$ cat src/reset_cause_defines.svh
`ifndef RESET_CAUSE_DEFINES_SVH
`define RESET_CAUSE_DEFINES_SVH

`define RESET_VECTOR      21'h000000
`define HIGH_IRQ_VECTOR   21'h000008
`define LOW_IRQ_VECTOR    21'h000018
`define PC_WAKE_STEP      21'h000002
`define SOFT_BOR_CFG      2'h1
`define BIT_IRQ_PRIORITY_ENABLE          7
`define BIT_SOFT_BROWNOUT_ENABLE        6
`define BIT_RI            4
`define BIT_TO            3
`define BIT_PD            2
`define BIT_POR           1
`define BIT_BOR           0
`define NUM_EVENTS        8
`define SYNC_STAGES       2
`define FLAGS_RESET_VALUE 9'h0f0

`endif

$ cat src/reset_cause_pkg.sv
package reset_cause_pkg;
  typedef struct packed {
    logic power_on;
    logic brownout;
    logic reset_instr;
    logic ext_pin;
    logic watchdog;
    logic stack_full;
    logic stack_underflow;
    logic irq_wake;
  } event_t;
  typedef enum logic [2:0] {
    MODE_FULL = 3'b001,
    MODE_RUN  = 3'b010,
    MODE_IDLE = 3'b100
  } power_mode_t;
  typedef struct packed {
    logic irq_priority_enable;
    logic soft_brownout_enable;
    logic reset_instr_flag;
    logic watchdog_timeout_flag;
    logic power_down_flag;
    logic power_on_flag;
    logic brownout_flag;
    logic stack_full_flag;
    logic stack_underflow_flag;
  } flags_t;
endpackage

$ cat src/event_sync.sv
`timescale 1ns/10ps
`include "reset_cause_defines.svh"
module event_sync
  import reset_cause_pkg::*;
(
  input  wire logic                     clock_i,
  input  wire logic                     sys_rst_i,
  input  wire logic [`NUM_EVENTS-1:0]   async_i,
  output logic      [`NUM_EVENTS-1:0]   pulse_o
);
  // ----------------------------------------
  // Two-stage synchroniser, then edge detect on stage two only.
  // ----------------------------------------
  logic [`NUM_EVENTS-1:0] s1_r;
  logic [`NUM_EVENTS-1:0] s2_r;
  logic [`NUM_EVENTS-1:0] s3_r;
  logic [`NUM_EVENTS-1:0] s1_nxt;
  logic [`NUM_EVENTS-1:0] s2_nxt;
  logic [`NUM_EVENTS-1:0] s3_nxt;

  genvar g;
  generate
    for (g = 0; g < `NUM_EVENTS; g++)
    begin : gen_bit
      always_comb
      begin
        s1_nxt[g] = async_i[g];
        s2_nxt[g] = s1_r[g];
        s3_nxt[g] = s2_r[g];
      end
    end
  endgenerate

  always_ff @(posedge clock_i)
  begin
    if (sys_rst_i)
    begin
      s1_r <= '0;
      s2_r <= '0;
      s3_r <= '0;
    end
    else
    begin
      s1_r <= s1_nxt;
      s2_r <= s2_nxt;
      s3_r <= s3_nxt;
    end
  end

  assign pulse_o = s2_r & ~s3_r;
endmodule

$ cat src/reset_cause_flags.sv
`timescale 1ns/10ps
`include "reset_cause_defines.svh"
// Contract
// [RL1] Plain registers come up unknown at power-on, kept on other resets.
// [RL2] Watchdog wake resumes operation; registers keep contents.
// [RL3] Power-on: PC 0; set sbor, ri, to, pd; clear por, bor, stack flags.
// [RL4] Reset instruction: PC 0, clear ri, all else unchanged.
// [RL5] Brown-out: PC 0, set ri, to, pd, clear bor; others unchanged.
// [RL6] Pin reset in run mode: PC 0, set to.
// [RL7] Pin reset in idle or sleep: PC 0, set to, clear pd.
// [RL8] Watchdog timeout in full or run mode: PC 0, clear to.
// [RL9] Pin reset in full power: PC 0, flags unchanged.
// [RL10] Stack full with fault reset on: PC 0, set stack full flag.
// [RL11] Stack underflow with fault reset on: PC 0, set underflow flag.
// [RL12] Stack underflow with fault reset off: set underflow flag, no reset.
// [RL13] Watchdog in idle or sleep: wake at PC+2, clear to and pd.
// [RL14] Interrupt wake from power-managed mode: PC+2, clear pd.
// [RL15] Interrupt wake with an enable set loads vector 008h or 0018h.
// [RL16] Soft brown-out enable is 1 at power-on, kept only if cfg 01 and set.
// [RL17] Reset-cause flags are readable status outputs.
// [RL18] Control byte: irq_priority_enable 7, sbor 6, zero 5, ri to pd por bor 4..0.
// [RL19] Software rewrites por and bor to one after reading the causes.
module reset_cause_flags
  import reset_cause_pkg::*;
(
  input  wire logic              clock_i,
  input  wire logic              sys_rst_i,
  input  wire logic              power_on_i,
  input  wire logic              brownout_i,
  input  wire logic              reset_instr_i,
  input  wire logic              external_reset_pin_i,
  input  wire logic              watchdog_i,
  input  wire logic              stack_full_i,
  input  wire logic              stack_underflow_i,
  input  wire logic              irq_wake_i,
  input  wire power_mode_t       power_mode_i,
  input  wire logic              stack_fault_reset_enable_i,
  input  wire logic [1:0]        brownout_mode_cfg_i,
  input  wire logic              high_priority_irq_enable_i,
  input  wire logic              low_priority_irq_enable_i,
  input  wire logic [20:0]       current_pc_i,
  input  wire logic              sw_write_i,
  input  wire logic [7:0]        sw_wdata_i,
  output logic [7:0]             reset_control_status_reg_o,
  output logic                   stack_full_flag_o,
  output logic                   stack_underflow_flag_o,
  output logic [20:0]            restart_pc_o,
  output logic                   restart_valid_o,
  output logic                   core_reset_o
);
  // ----------------------------------------
  // Event synchronisation
  // ----------------------------------------
  logic [`NUM_EVENTS-1:0] ev_raw;
  logic [`NUM_EVENTS-1:0] ev_pulse;
  event_t                 ev;

  assign ev_raw = {power_on_i, brownout_i, reset_instr_i, external_reset_pin_i,
                   watchdog_i, stack_full_i, stack_underflow_i, irq_wake_i};

  event_sync event_sync_inst
  (
    .clock_i   (clock_i),
    .sys_rst_i (sys_rst_i),
    .async_i   (ev_raw),
    .pulse_o   (ev_pulse)
  );

  assign ev = event_t'(ev_pulse);

  // ----------------------------------------
  // Flag state
  // ----------------------------------------
  // Flags start at the power-on values; every register in this block loads a
  // value on sys_rst_i, so none is left unknown here. [RL1]
  flags_t      fl_r;
  flags_t      fl_nxt;
  logic [20:0] pc_r;
  logic [20:0] pc_nxt;
  logic        valid_r;
  logic        valid_nxt;
  logic        crst_r;
  logic        crst_nxt;
  logic        sbor_keep;

  assign sbor_keep = (brownout_mode_cfg_i == `SOFT_BOR_CFG) && fl_r.soft_brownout_enable;

  always_comb
  begin
    fl_nxt    = fl_r;
    pc_nxt    = pc_r;
    valid_nxt = 1'b0;
    crst_nxt  = 1'b0;
    // Software write comes first so any hardware event in the same cycle wins.
    if (sw_write_i)
    begin
      fl_nxt.irq_priority_enable   = sw_wdata_i[`BIT_IRQ_PRIORITY_ENABLE];
      fl_nxt.soft_brownout_enable  = sw_wdata_i[`BIT_SOFT_BROWNOUT_ENABLE];
      fl_nxt.reset_instr_flag      = sw_wdata_i[`BIT_RI];
      fl_nxt.power_on_flag         = sw_wdata_i[`BIT_POR];   // [RL19]
      fl_nxt.brownout_flag         = sw_wdata_i[`BIT_BOR];   // [RL19]
    end
    if (ev.power_on)
    begin
      pc_nxt = `RESET_VECTOR;
      valid_nxt = 1'b1;
      crst_nxt  = 1'b1;
      fl_nxt.soft_brownout_enable  = 1'b1;                    // [RL16]
      fl_nxt.reset_instr_flag      = 1'b1;                    // [RL3]
      fl_nxt.watchdog_timeout_flag = 1'b1;
      fl_nxt.power_down_flag       = 1'b1;
      fl_nxt.power_on_flag         = 1'b0;
      fl_nxt.brownout_flag         = 1'b0;
      fl_nxt.stack_full_flag       = 1'b0;
      fl_nxt.stack_underflow_flag  = 1'b0;
      fl_nxt.irq_priority_enable   = 1'b0;
    end
    else if (ev.brownout || ev.reset_instr || ev.ext_pin ||
             (ev.watchdog && power_mode_i != MODE_IDLE) ||
             (stack_fault_reset_enable_i && (ev.stack_full || ev.stack_underflow)))
    begin
      pc_nxt    = `RESET_VECTOR;
      valid_nxt = 1'b1;
      crst_nxt  = 1'b1;
      fl_nxt.soft_brownout_enable = sbor_keep;                // [RL16]
      fl_nxt.irq_priority_enable  = 1'b0;
      if (ev.brownout)
      begin
        fl_nxt.reset_instr_flag      = 1'b1;                  // [RL5]
        fl_nxt.watchdog_timeout_flag = 1'b1;
        fl_nxt.power_down_flag       = 1'b1;
        fl_nxt.brownout_flag         = 1'b0;
      end
      else if (ev.reset_instr)
        fl_nxt.reset_instr_flag = 1'b0;                       // [RL4]
      else if (ev.ext_pin)
      begin
        unique case (power_mode_i)
          MODE_FULL: ;                                        // [RL9]
          MODE_RUN:  fl_nxt.watchdog_timeout_flag = 1'b1;     // [RL6]
          MODE_IDLE:
          begin
            fl_nxt.watchdog_timeout_flag = 1'b1;              // [RL7]
            fl_nxt.power_down_flag       = 1'b0;
          end
          default: ;
        endcase
      end
      else if (ev.watchdog)
        fl_nxt.watchdog_timeout_flag = 1'b0;                  // [RL8]
      else if (ev.stack_full)
        fl_nxt.stack_full_flag = 1'b1;                        // [RL10]
      else
        fl_nxt.stack_underflow_flag = 1'b1;                   // [RL11]
    end
    else if (ev.watchdog)
    begin
      // Wake only; nothing else is reset. [RL2]
      pc_nxt    = current_pc_i + `PC_WAKE_STEP;               // [RL13]
      valid_nxt = 1'b1;
      fl_nxt.watchdog_timeout_flag = 1'b0;
      fl_nxt.power_down_flag       = 1'b0;
    end
    else
    begin
      if (ev.irq_wake && power_mode_i != MODE_FULL)
      begin
        valid_nxt = 1'b1;
        fl_nxt.power_down_flag = 1'b0;                        // [RL14]
        if (high_priority_irq_enable_i)
          pc_nxt = `HIGH_IRQ_VECTOR;                          // [RL15]
        else if (low_priority_irq_enable_i)
          pc_nxt = `LOW_IRQ_VECTOR;                           // [RL15]
        else
          pc_nxt = current_pc_i + `PC_WAKE_STEP;              // [RL14]
      end
    end
    // An underflow with the fault reset off is only an error, so it must not be
    // lost behind a wake or a reset other than power-on that arrives in the same cycle.
    if (ev.stack_underflow && !stack_fault_reset_enable_i && !ev.power_on)
      fl_nxt.stack_underflow_flag = 1'b1;                     // [RL12]
  end

  always_ff @(posedge clock_i)
  begin
    if (sys_rst_i)
    begin
      fl_r    <= flags_t'(`FLAGS_RESET_VALUE);
      pc_r    <= `RESET_VECTOR;
      valid_r <= 1'b0;
      crst_r  <= 1'b0;
    end
    else
    begin
      fl_r    <= fl_nxt;
      pc_r    <= pc_nxt;
      valid_r <= valid_nxt;
      crst_r  <= crst_nxt;
    end
  end

  // ----------------------------------------
  // Status outputs
  // ----------------------------------------
  // Bit 5 is unimplemented and reads as zero. [RL18]
  assign reset_control_status_reg_o = {fl_r.irq_priority_enable, fl_r.soft_brownout_enable,
                                       1'b0, fl_r.reset_instr_flag, fl_r.watchdog_timeout_flag,
                                       fl_r.power_down_flag, fl_r.power_on_flag,
                                       fl_r.brownout_flag};   // [RL17]
  assign stack_full_flag_o      = fl_r.stack_full_flag;
  assign stack_underflow_flag_o = fl_r.stack_underflow_flag;
  assign restart_pc_o           = pc_r;
  assign restart_valid_o        = valid_r;
  assign core_reset_o           = crst_r;

  // ----------------------------------------
  // Checks
  // ----------------------------------------
  chk_por_flags: assert property (@(posedge clock_i) disable iff (sys_rst_i) // [RL3]
    ev.power_on |=> reset_control_status_reg_o[4:0] == 5'h1c && !stack_full_flag_o
                    && restart_pc_o == `RESET_VECTOR && core_reset_o)
    else $error("power-on flags wrong");
  chk_ri_clear: assert property (@(posedge clock_i) disable iff (sys_rst_i) // [RL4]
    ev.reset_instr && !ev.power_on && !ev.brownout |=> !reset_control_status_reg_o[`BIT_RI])
    else $error("reset instruction flag not cleared");
  chk_bor_flags: assert property (@(posedge clock_i) disable iff (sys_rst_i) // [RL5]
    ev.brownout && !ev.power_on |=> reset_control_status_reg_o[4:2] == 3'h7
                    && !reset_control_status_reg_o[`BIT_BOR]
                    && $stable(reset_control_status_reg_o[`BIT_POR]))
    else $error("brown-out flags wrong");
  chk_wdt_wake: assert property (@(posedge clock_i) disable iff (sys_rst_i) // [RL13]
    ev.watchdog && power_mode_i == MODE_IDLE && ev_pulse[7:4] == 4'h0 && !(ev.stack_full
    && stack_fault_reset_enable_i) && !(ev.stack_underflow && stack_fault_reset_enable_i)
    |=> restart_pc_o == $past(current_pc_i) + `PC_WAKE_STEP && !core_reset_o
        && reset_control_status_reg_o[3:2] == 2'h0)
    else $error("watchdog wake wrong");
  chk_irq_vector: assert property (@(posedge clock_i) disable iff (sys_rst_i) // [RL15]
    ev_pulse[7:3] == 5'h0 && !(ev.stack_full && stack_fault_reset_enable_i)
    && !(ev.stack_underflow && stack_fault_reset_enable_i) && ev.irq_wake
    && power_mode_i != MODE_FULL && high_priority_irq_enable_i
    |=> restart_pc_o == `HIGH_IRQ_VECTOR && !reset_control_status_reg_o[`BIT_PD])
    else $error("interrupt vector wrong");
  chk_unf_flag: assert property (@(posedge clock_i) disable iff (sys_rst_i) // [RL12]
    ev.stack_underflow && !ev.power_on
    && (!stack_fault_reset_enable_i || ev_pulse[7:2] == 6'h0) |=> stack_underflow_flag_o)
    else $error("underflow flag not set");
  chk_sbor_clear: assert property (@(posedge clock_i) disable iff (sys_rst_i) // [RL16]
    !ev.power_on && ev.brownout && brownout_mode_cfg_i != `SOFT_BOR_CFG
    |=> !reset_control_status_reg_o[`BIT_SOFT_BROWNOUT_ENABLE])
    else $error("soft brown-out enable kept");
  chk_bit5_zero: assert property (@(posedge clock_i) disable iff (sys_rst_i) // [RL18]
    !reset_control_status_reg_o[5])
    else $error("bit 5 not zero");

  // ----------------------------------------
  // Checks of the pin, watchdog, stack and wake cases
  // ----------------------------------------
  // Each antecedent shuts out the events of higher priority, so that a check
  // only speaks for the case that actually wins the cycle.
  chk_pin_idle: assert property (@(posedge clock_i) disable iff (sys_rst_i) // [RL7]
    ev.ext_pin && ev_pulse[7:5] == 3'h0 && power_mode_i == MODE_IDLE
    |=> reset_control_status_reg_o[3:2] == 2'h2 && core_reset_o
        && restart_pc_o == `RESET_VECTOR)
    else $error("pin reset in idle flags wrong");
  chk_pin_run: assert property (@(posedge clock_i) disable iff (sys_rst_i) // [RL6]
    ev.ext_pin && ev_pulse[7:5] == 3'h0 && power_mode_i == MODE_RUN
    |=> reset_control_status_reg_o[`BIT_TO] && $stable(reset_control_status_reg_o[`BIT_PD])
        && core_reset_o)
    else $error("pin reset in run flags wrong");
  chk_pin_full: assert property (@(posedge clock_i) disable iff (sys_rst_i) // [RL9]
    ev.ext_pin && ev_pulse[7:5] == 3'h0 && power_mode_i == MODE_FULL
    |=> $stable(reset_control_status_reg_o[3:2]) && core_reset_o
        && restart_pc_o == `RESET_VECTOR)
    else $error("pin reset in full power changed flags");
  chk_wdt_reset: assert property (@(posedge clock_i) disable iff (sys_rst_i) // [RL8]
    ev.watchdog && ev_pulse[7:4] == 4'h0 && power_mode_i != MODE_IDLE
    |=> !reset_control_status_reg_o[`BIT_TO] && core_reset_o
        && restart_pc_o == `RESET_VECTOR)
    else $error("watchdog reset flags wrong");
  chk_wake_keeps: assert property (@(posedge clock_i) disable iff (sys_rst_i) // [RL2]
    ev.watchdog && power_mode_i == MODE_IDLE && ev_pulse[7:4] == 4'h0 && !sw_write_i
    && !((ev.stack_full || ev.stack_underflow) && stack_fault_reset_enable_i)
    |=> $stable(reset_control_status_reg_o[7:4]) && $stable(reset_control_status_reg_o[1:0]))
    else $error("watchdog wake changed other flags");
  chk_full_flag: assert property (@(posedge clock_i) disable iff (sys_rst_i) // [RL10]
    ev.stack_full && stack_fault_reset_enable_i && ev_pulse[7:3] == 5'h0
    |=> stack_full_flag_o && core_reset_o && restart_pc_o == `RESET_VECTOR)
    else $error("stack full reset wrong");
  chk_unf_reset: assert property (@(posedge clock_i) disable iff (sys_rst_i) // [RL11]
    ev.stack_underflow && stack_fault_reset_enable_i && ev_pulse[7:2] == 6'h0
    |=> stack_underflow_flag_o && core_reset_o && restart_pc_o == `RESET_VECTOR)
    else $error("stack underflow reset wrong");
  chk_irq_resume: assert property (@(posedge clock_i) disable iff (sys_rst_i) // [RL14]
    ev_pulse[7:3] == 5'h0 && ev.irq_wake && power_mode_i != MODE_FULL
    && !((ev.stack_full || ev.stack_underflow) && stack_fault_reset_enable_i)
    && !high_priority_irq_enable_i && !low_priority_irq_enable_i
    |=> restart_pc_o == $past(current_pc_i) + `PC_WAKE_STEP && restart_valid_o
        && !core_reset_o && !reset_control_status_reg_o[`BIT_PD])
    else $error("interrupt resume wrong");
  chk_irq_low: assert property (@(posedge clock_i) disable iff (sys_rst_i) // [RL15]
    ev_pulse[7:3] == 5'h0 && ev.irq_wake && power_mode_i != MODE_FULL
    && !((ev.stack_full || ev.stack_underflow) && stack_fault_reset_enable_i)
    && !high_priority_irq_enable_i && low_priority_irq_enable_i
    |=> restart_pc_o == `LOW_IRQ_VECTOR && restart_valid_o && !core_reset_o)
    else $error("low interrupt vector wrong");
  chk_irq_full: assert property (@(posedge clock_i) disable iff (sys_rst_i) // [RL14]
    ev_pulse[7:1] == 7'h0 && ev.irq_wake && power_mode_i == MODE_FULL
    |=> !restart_valid_o && $stable(restart_pc_o))
    else $error("interrupt in full power not ignored");
endmodule

$ cat config.mk
export PLATFORM = sky130hd
export DESIGN_NAME = reset_cause_flags
export DESIGN_NICKNAME = d
export VERILOG_FILES = /design/src/reset_cause_pkg.sv /design/src/event_sync.sv /design/src/reset_cause_flags.sv
export VERILOG_INCLUDE_DIRS = /design/src
export SDC_FILE = /design/constraint.sdc
export NUM_CORES = 1
export LEC_CHECK = 0
export ABC_AREA = 1
export BUFFER_PORTS_ARGS = -buffer_cell sky130_fd_sc_hd__buf_2
export CORE_MARGIN = 2
export CORE_UTILIZATION = 45
export DETAILED_ROUTE_END_ITERATION = 10
export GPL_TIMING_DRIVEN = 1
export PLACE_DENSITY = 0.71
export SLEW_MARGIN = 10
export SYNTH_ARGS = -nofsm -noshare
export SYNTH_HDL_FRONTEND = slang
export SYNTH_SLANG_ARGS = --single-unit
$ cat constraint.sdc
create_clock -name clock_i -period 3.7 [get_ports clock_i]
set_clock_uncertainty 0.05 [all_clocks]
set_input_delay 0 -clock clock_i [delete_from_list [all_inputs] [get_ports clock_i]]
set_output_delay 0 -clock clock_i [all_outputs]
set_load 0.1 [all_outputs]
[Word level (Yosys, flattened, before mapping)]
Index checks and enable logic that the tools add are counted.
Word-level totals
  register bits after elaboration: 56
  output and inout bits: 33
  bits of input ports: 48
  word-level logic and storage cells: 94
Cells by class
  add/subtract/negate cells: 1
  bitwise logic cells: 6
  multiplexer cells: 34
  equal/unequal tests: 14
  reduce and logical (&&, ||, !) cells: 24
Operator list (count)
  two-way mux 21 bit: 4
  adder 21 x 2 -> 21 bit, second input constant: 1
  two-way mux 1 bit: 20
  inequality test 3 x 1 -> 1 bit, second input constant: 6
  two-way mux 2 bit: 8
  AND reduction 6 bit: 2
  inequality test 3 bit, second input constant: 3
  bitwise AND 8 bit: 1
  NOT 8 bit: 1
  logical AND 1 bit: 6
  two-way mux 3 bit: 2
  nonzero test 3 bit: 2
  logical OR 1 bit: 5
  inequality test 4 bit, second input constant: 1
  NOT 1 bit: 4
  AND reduction 4 bit: 1
  nonzero test 2 bit: 2
  OR reduction 2 bit: 2
  equality test 3 x 2 -> 1 bit, second input constant: 1
  equality test 3 bit, second input constant: 1
  inequality test 3 x 2 -> 1 bit, second input constant: 1
  OR reduction 3 bit: 1
  equality test 2 x 1 -> 1 bit, second input constant: 1
  logical NOT 1 bit: 2
  AND reduction 2 bit: 1

[Logic depth before layout (Yosys ltp)]
Gate-level depths: netlist of the first run.
  depth in word-level cells: 10
  gate-level depth with buffers: 10

[Hierarchy]
A second synthesis of the first run with hierarchy kept.
Second synthesis, totals
  cells, all modules: 345
  area total of the unflattened synthesis: 2596.2 sq um
Modules (own cells, without submodules)
  reset_cause_flags: area each 1883.1 sq um, instances 1, cells each 263
  event_sync: area each 713.2 sq um, instances 1, cells each 82

[Least setup slack after synthesis of the first run]
Ideal clock, no wire load.
  path type: reg-to-reg
  from: reg, netlist name restart_pc_o[3]
  to: reg pc_r[3], in the netlist restart_pc_o[3]
  path slack: 2.326 ns
  setup time: 0.086 ns
  arrival: 1.238 ns
  path buffers: 0
  stages on the path, launching flop included: 3
  period minus slack after synthesis: 1.374 ns
  cells stage by stage: dfxtp_1 > nor2_1 > a211oi_1
RTL lines
  end signal, assigned: line reset_cause_flags.sv:189  | pc_r <= `RESET_VECTOR;
  end signal, assigned: line reset_cause_flags.sv:196  | pc_r <= pc_nxt;
  end, declared: line reset_cause_flags.sv:78  | logic [20:0] pc_r;

[Final worst setup path of the first run]
  from: reg event_sync_inst.s3_r[4]
  to: reg fl_r (netlist bit reset_control_status_reg_o[6])
Between the ends
  cells in the longest elaborated chain, start to end: 6
  elaborated cells on any way between the ends: 7
RTL lines
  start, declared: line event_sync.sv:16  | logic [`NUM_EVENTS-1:0] s3_r;
  start signal, assigned: line event_sync.sv:46  | s3_r <= s3_nxt;
  NOT 8 bit *: line event_sync.sv:50  | assign pulse_o = s2_r & ~s3_r;
  bitwise AND 8 bit *: line event_sync.sv:50
  logical OR 1 bit * (2 in a row): line reset_cause_flags.sv:118  | else if (ev.brownout || ev.reset_instr || ev.ext_pin ||
  logical OR 1 bit *: line reset_cause_flags.sv:119  | (ev.watchdog && power_mode_i != MODE_IDLE) ||
  two-way mux 2 bit or nonzero test 2 bit (tied branches)
  end signal, assigned: line reset_cause_flags.sv:188  | fl_r <= flags_t'(`FLAGS_RESET_VALUE);
  end signal, assigned: line reset_cause_flags.sv:195  | fl_r <= fl_nxt;
  end, declared: line reset_cause_flags.sv:76  | flags_t fl_r;
Mark *: on every way between the ends. The rest lies on a longest branch, timed or not.
A chain may end at the register's enable or synchronous reset.

==> flow_summary_export.csv, run 1 <==
group,metric,value,unit
clock_network,clock_path_buffers,2,
min_path,hp-class,"in2reg",
detailed_routing,postRouteAntennaNets,0,
die,core_area,5440,um2
timing,finalHoldViolCount,0,
logic_synthesis,netlist_instances,347,
grt,grt_start_max_net_pins,28,
setup_path,cp-end-kind,"register",
die,die-height,78.8,um
clock_network,htreeDepth,2,
grt,grt_pass1_vias,2198,
final_layout,final_cell_mix,"76 x nand2_1, 76 x buf_2, 56 x dfxtp_1",
logic_synthesis,synth_top_family_by_area,"simple AND/OR/NAND/NOR gates",
placed_design,dpl_cell_area,2920,um2
die,io_pins,81,
timing,hold_slack,0.0137,ns
clock_network,holdBufCountCts,30,
logic_synthesis,synthAdderAreaFrac,0.497,%
logic_synthesis,synth_compound_area_share,8.35,%
detailed_routing,wl_per_cell,10.6,um
logic_synthesis,ys_ff_latch,56,
clock_network,cts_root_buf,"clkbuf_8",
logic_synthesis,ys.flop_type,"dfxtp_1",
detailed_routing,wl_met1,2360,um
detailed_routing,first_iter_violations,65,
final_layout,layout-drive-gt1-share,24.1,%
logic_synthesis,ys_seq_area_share,44.5,%
detailed_routing,wirelength,5560,um
clock_network,cts_made_buffers,5,
pwr,ir_drop,0.301,mV
die,die_x,78.8,um
timing,post-route-period-util,49.0,%
logic_synthesis,async_flop_share,0,%
timing,setup_violations,0,
setup_path,start_kind,"register",
timing,setup_tns,0,ns
final_layout,diodes,0,
clock_network,post_cts_buffers,0,
die,initial_utilization,46.3,%
logic_synthesis,synth_area_per_cell,7.25,um2
final_layout,fill_cells,505,
timing,period_needed,1.81,ns
clock_network,cts_resized,0,
timing,relSlewSlack,41.8,%
timing,rsz0062_at_grt,"no",
grt,antenna_found_initial,0,
logic_synthesis,synthMuxAreaShare,0.398,%
pwr,p_leak,1.57,nW
timing,tightestPinTransition,0.873,ns
logic_synthesis,yosysWarnings,0,
detailed_routing,highest-signal-layer,"met4",
timing,setup_ws,1.89,ns
logic_synthesis,synth_top_area_share,44.5,%
setup_path,cp.arrival,1.96,ns
run,cap_violations,0,
logic_synthesis,synth_xor_xnor_area_share,3.48,%
clock_network,worst_skew_pair.late_latency,0.30,ns
die,rows,27,
final_layout,area_growth,32.8,%
placed_design,pre_cts_ws,1.92,ns
die,die-area,6210,um2
clock_network,clk_pin_slew,0.10,ns
setup_path,critPathMaxFanout,8,
grt,grt-ovfl-total,0,
pwr,power_density,394,nW/um2
logic_synthesis,synth_area_leaders,"dfxtp_1 45%, nand2_1 11%, inv_1 7.9%",
logic_synthesis,syn_area,2520,um2
timing,max_freq,551,MHz
detailed_routing,wl_met2,2830,um
placed_design,place_hpwl,3820,um
status,status,"complete, no violations",
clock_network,cts_sinks,56,
detailed_routing,drtPass1Iterations,4,
final_layout,nets,500,
clock_network,cts_tree,"built",
detailed_routing,met3_length,295,um
placed_design,placed_cells,486,
placed_design,io_buffers,76,
detailed_routing,routed-via-count,2401,
logic_synthesis,synth_area_leader_cell,"dfxtp_1",
final_layout,finalNonFillerCells,524,
timing,maxSlewViolCount,0,
logic_synthesis,yosys.area_share.simple,31.3,%
grt,grtUsageTotal,18.0,%
detailed_routing,viasPerCell,4.58,
logic_synthesis,synthDistinctLibCells,30,
logic_synthesis,synth_edf_count,0,
setup_path,cp.required,3.85,ns
setup_path,crit_type,"reg2reg",
final_layout,design_area,3340,um2
detailed_routing,drc_errors,0,
logic_synthesis,synth_nets,396,
grt,grt_pass1_wl,8960,um
placed_design,gp_congestion,0.824,
cells by family after synthesis:
group,after synthesis
and+or+nand+nor,172
DFF,56
AOI/OAI and AO/OA,39
adders and majority gates,1
muxes,1
xor gates and xnor gates,10
other,1
buffers and inverters,67
metal layers:
layer | vias up | track usage (%)
met5 | - | 0
met1 | 1061 | 19.0
met3 | 8 | 4.77
met2 | 65 | 34.4
met4 | 0 | 5.61
li1 | 1267 | -
power by group:
group	internal, mW	switching, mW	total (mW)
Combinational	0.0807	0.191	0.271
Clock	0.221	0.191	0.413
Sequential	0.625	0.00856	0.634
cell usage after synthesis (2+ instances only):
library cell and count:
dfxtp_1 56, nor2_4 6, buf_2 2, inv_1 53, nor3_1 6, a21oi_2 2, nand3b_1 3, nor2_1 46
nand4_1 4, o21ai_0 10, xor2_1 6, buf_6 3, nand3_1 19, buf_4 2, nand2_2 5, nor2_2 4
a21oi_1 24, nand2_1 76, xnor2_1 4, clkbuf_1 2, inv_2 5
registers in the layout, summed over array words and instances, names as in the netlist:
name and flops:
event_sync_inst.s3_r 8, restart_valid_o 1, event_sync_inst.s1_r 8, event_sync_inst.s2_r 8
restart_pc_o 21, stack_full_flag_o 1, core_reset_o 1, reset_control_status_reg_o 7
stack_underflow_flag_o 1
worst paths after layout:
path                              startpoint                            end  slack (ns)  cells after the start
hold / removal    high_priority_irq_enable_i                restart_pc_o[4]        0.01                      4
setup / recovery     event_sync_inst.s3_r[4]  reset_control_status_reg_o[6]        1.89                      9
setup reg to reg     event_sync_inst.s3_r[4]  reset_control_status_reg_o[6]        1.89                      9
hold reg to reg      event_sync_inst.s1_r[1]        event_sync_inst.s2_r[1]        0.36                      2
through the flow:
step | util (%) | power [mW]
floorplan | - | 0.837
global placement | 53.7 | 0.890
detailed placement | 53.7 | 0.893
CTS | 61.5 | 1.34
global route | 61.5 | 1.39
finish | 61.5 | 1.32
worst max-delay path, stage by stage (launching register included):
cell and delay [ns]:
dfxtp_1 0.32, inv_1 0.03, nand2_1 0.11, nand2_2 0.09, nor2_4 0.13, nand3_4 0.13
nor2_1 0.15, nand3b_1 0.13, nand2_1 0.05, dlygate4sd3_1 0.54
area by class of cell:
type,instances,area [um2],share of cell area (%)
repair buffers,106,681,20.4
well taps,72,90.1,2.69
multi-input cells,224,1110,33.3
flip-flops and latches,56,1120,33.5
inverters,58,218,6.51
clock buffers,6,82.6,2.47
clock inverters,2,38.8,1.16
Note: power is estimated with default switching activity, not from simulation.
==> run 2: changes to the inputs <==
--- a/config.mk
+++ b/config.mk
@@ -6,13 +6,13 @@
 export SDC_FILE = /design/constraint.sdc
 export NUM_CORES = 1
 export LEC_CHECK = 0
-export ABC_AREA = 1
+export ABC_AREA = 0
 export BUFFER_PORTS_ARGS = -buffer_cell sky130_fd_sc_hd__buf_2
 export CORE_MARGIN = 2
 export CORE_UTILIZATION = 45
 export DETAILED_ROUTE_END_ITERATION = 10
 export GPL_TIMING_DRIVEN = 1
-export PLACE_DENSITY = 0.71
+export PLACE_DENSITY = 0.72
 export SLEW_MARGIN = 10
 export SYNTH_ARGS = -nofsm -noshare
 export SYNTH_HDL_FRONTEND = slang
==> constraint.sdc (replaced) <==
create_clock -name clock_i -period 1.8 [get_ports clock_i]
set_clock_uncertainty 0.05 [all_clocks]
set_input_delay 0 -clock clock_i [delete_from_list [all_inputs] [get_ports clock_i]]
set_output_delay 0 -clock clock_i [all_outputs]
set_load 0.1 [all_outputs]
==> flow_summary_export.csv, run 2 <==
group,metric,value,unit
status,status,"complete, no violations",
detailed_routing,routed-via-count,2059,
placed_design,gp_congestion,0.875,
logic_synthesis,synth_edf_count,0,
setup_path,max_stage_delay,0.40,ns
final_layout,final_common_cell,"buf_2",
setup_path,cp.required,1.96,ns
grt,grtUsageTotal,17.9,%
final_layout,multi_input_area,1110,um2
pwr,seqPwrFrac,50.6,%
detailed_routing,first_iter_violations,96,
pwr,pwr-share-clk,27.6,%
die,initial_utilization,46.0,%
clock_network,cts_sinks,56,
timing,relSlewSlack,65.9,%
logic_synthesis,synthDistinctLibCells,42,
final_layout,seqCellArea,1120,um2
timing,setup_tns,0,ns
timing,post-route-period-util,94.7,%
clock_network,clk_pin_slew,0.11,ns
setup_path,cp_cell_sequence,"nor2b_1 -> or3_4 -> nor2_1 -> a21oi_1 -> o32a_1",
final_layout,largest_reg_flops,21,
final_layout,finalNonFillerCells,423,
grt,antenna_found_initial,0,
timing,maxSlewViolCount,0,
logic_synthesis,synth_area_per_cell,9.26,um2
detailed_routing,drc_errors,0,
clock_network,worst_skew_pair.late_latency,0.31,ns
timing,setup_ws,0.0945,ns
detailed_routing,met3_length,293,um
die,die_x,75.6,um
die,core_area,5010,um2
setup_path,cp.arrival,1.86,ns
setup_path,cp-end-kind,"register",
detailed_routing,viasPerCell,4.87,
logic_synthesis,synth_nets,298,
final_layout,area_growth,34.8,%
logic_synthesis,synth_area_leader_cell,"dfxtp_1",
logic_synthesis,netlist_instances,249,
logic_synthesis,syn_area,2310,um2
placed_design,pre_cts_ws,0.107,ns
setup_path,cp-startpoint,"event_sync_inst.s2_r[6]",
logic_synthesis,ys_ff_latch,56,
setup_path,critPathMaxFanout,4,
final_layout,fill_cells,451,
logic_synthesis,yosysWarnings,0,
setup_path,regToRegSetupSlack,0.09,ns
timing,tightestPinTransition,0.515,ns
logic_synthesis,synth_area_leaders,"dfxtp_1 49%, nor2b_1 7.9%, xnor2_1 4.6%",
min_path,hold_depth,3,
pwr,power_density,830,nW/um2
min_path,hp-class,"in2reg",
clock_network,post_cts_buffers,0,
detailed_routing,wl_per_cell,12.2,um
setup_path,crit_type,"reg2reg",
final_layout,diodes,0,
logic_synthesis,synth_top_area_share,48.6,%
final_layout,nets,401,
pwr,switching_share,31.9,%
timing,rsz0062_at_grt,"yes",
setup_path,start_kind,"register",
logic_synthesis,async_flop_share,0,%
setup_path,reg2reg_from,"event_sync_inst.s2_r[6]",
final_layout,layout-drive-gt1-share,28.3,%
setup_path,endpoint,"reset_control_status_reg_o[2]",
timing,setup_violations,0,
timing,period_needed,1.71,ns
placed_design,placed_cells,393,
grt,grt_pass1_wl,7850,um
logic_synthesis,ys_seq_area_share,48.6,%
final_layout,fin_util,62.0,%
detailed_routing,highest-signal-layer,"met4",
final_layout,final_cell_mix,"76 x buf_2, 56 x dfxtp_1, 29 x nor2b_1",
clock_network,cts_root_buf,"clkbuf_8",
setup_path,r2r_end,"reset_control_status_reg_o[2]",
timing,hold_slack,0.0183,ns
die,die-height,75.6,um
setup_path,slowest_stage,"or3_4",
die,io_pins,81,
run,cap_violations,0,
detailed_routing,postRouteAntennaNets,0,
pwr,internal_power,1.76,mW
grt,grt_start_max_net_pins,28,
logic_synthesis,ys.flop_type,"dfxtp_1",
detailed_routing,wl_met2,2420,um
pwr,ir_drop,0.456,mV
setup_path,r2r_cells,5,
detailed_routing,drtPass1Iterations,4,
logic_synthesis,synth.most_common_cell,"dfxtp_1",
pwr,p_leak,1.34,nW
pwr,pwr-share-comb,21.8,%
placed_design,place_hpwl,3700,um
detailed_routing,wirelength,5140,um
grt,grt_pass1_vias,1826,
die,rows,26,
logic_synthesis,yosys-top-cells-count,"56 x dfxtp_1, 29 x nor2b_1, 23 x nor2_1",
grt,grt-ovfl-total,0,
timing,max_freq,586,MHz
timing,finalHoldViolCount,0,
clock_network,cts_made_buffers,5,
placed_design,io_buffers,76,
clock_network,cts_tree,"built",
detailed_routing,wl_met1,2370,um
clock_network,htreeDepth,2,
clock_network,clock_path_buffers,2,
pwr,switchingPower,0.823,mW
die,die-area,5710,um2
[run 2: power by group through the flow]
stage | registers [mW] | clock network (mW) | logic [mW]
2_1_floorplan | 1.53 | 0 | 0.185
3_3_place_gp | 1.33 | 0 | 0.518
3_5_place_dp | 1.33 | 0 | 0.523
4_1_cts | 1.31 | 0.736 | 0.561
5_1_grt | 1.31 | 0.782 | 0.602
6_report | 1.31 | 0.712 | 0.562
[run 2: per-layer routing]
metal / global-route usage (%) / up-vias
met3: 4.23 / 4
li1: - / 1065
met4: 4.87 / 0
met2: 30.3 / 60
met5: 0 / -
met1: 23.0 / 930
[run 2: repair_timing]
item / in CTS / in global routing
hold buffers: 22 / 0
resized for setup: 0 / 0
endpoints found under the setup margin: 0 / 3
hold endpoints to repair: 21 / 0
[run 2: logic make-up (layout without fill, tap and decap cells)]
group                      count (synthesis)  count (layout)  synth area share [%]
and+or+nand+nor                          107             107                  25.6
DFF                                       56              56                  48.6
AOI/OAI and AO/OA                         49              49                  14.4
buffers and inverters                     16             120                  3.20
xor gates and xnor gates                  14              14                  5.32
muxes                                      5               5                  2.17
adders and majority gates                  1               1                 0.543
other                                      1               1                 0.163
[run 2: worst min path at each step]
| stage | start | end | slack [ns] |
|---|---|---|---|
| 2_1_floorplan | irq_wake_i | event_sync_inst.s1_r[0] | 0.08 |
| 3_3_place_gp | stack_full_i | event_sync_inst.s1_r[2] | 0.16 |
| 3_5_place_dp | reset_instr_i | event_sync_inst.s1_r[5] | 0.16 |
| 4_1_cts | current_pc_i[10] | restart_pc_o[10] | 0.009 |
| 5_1_grt | current_pc_i[10] | restart_pc_o[10] | 0.01 |
| 6_report | sw_write_i | reset_control_status_reg_o[0] | 0.02 |
[run 2: cell type report]
class | instances | area share [%]
Tap cell | 70 | 2.82
Timing Repair Buffer | 109 | 22.0
Inverter | 3 | 0.362
Multi-Input combinational cell | 177 | 35.7
Clock buffer | 5 | 2.21
Sequential cell | 56 | 36.1
Clock inverter | 3 | 0.805
[run 2: stage by stage]
stage / power (mW) / cell area (um2)
floorplan: 1.72 / 2310
global placement: 1.85 / 2790
detailed placement: 1.86 / 2790
CTS: 2.60 / 3110
global route: 2.69 / 3110
finish: 2.58 / 3110
[run 2: critical path: cells and delay by family (launching register included)]
kind | cells | cell delay (ns)
flops | 1 | 0.33
compound gates | 2 | 0.45
simple gates | 3 | 0.79
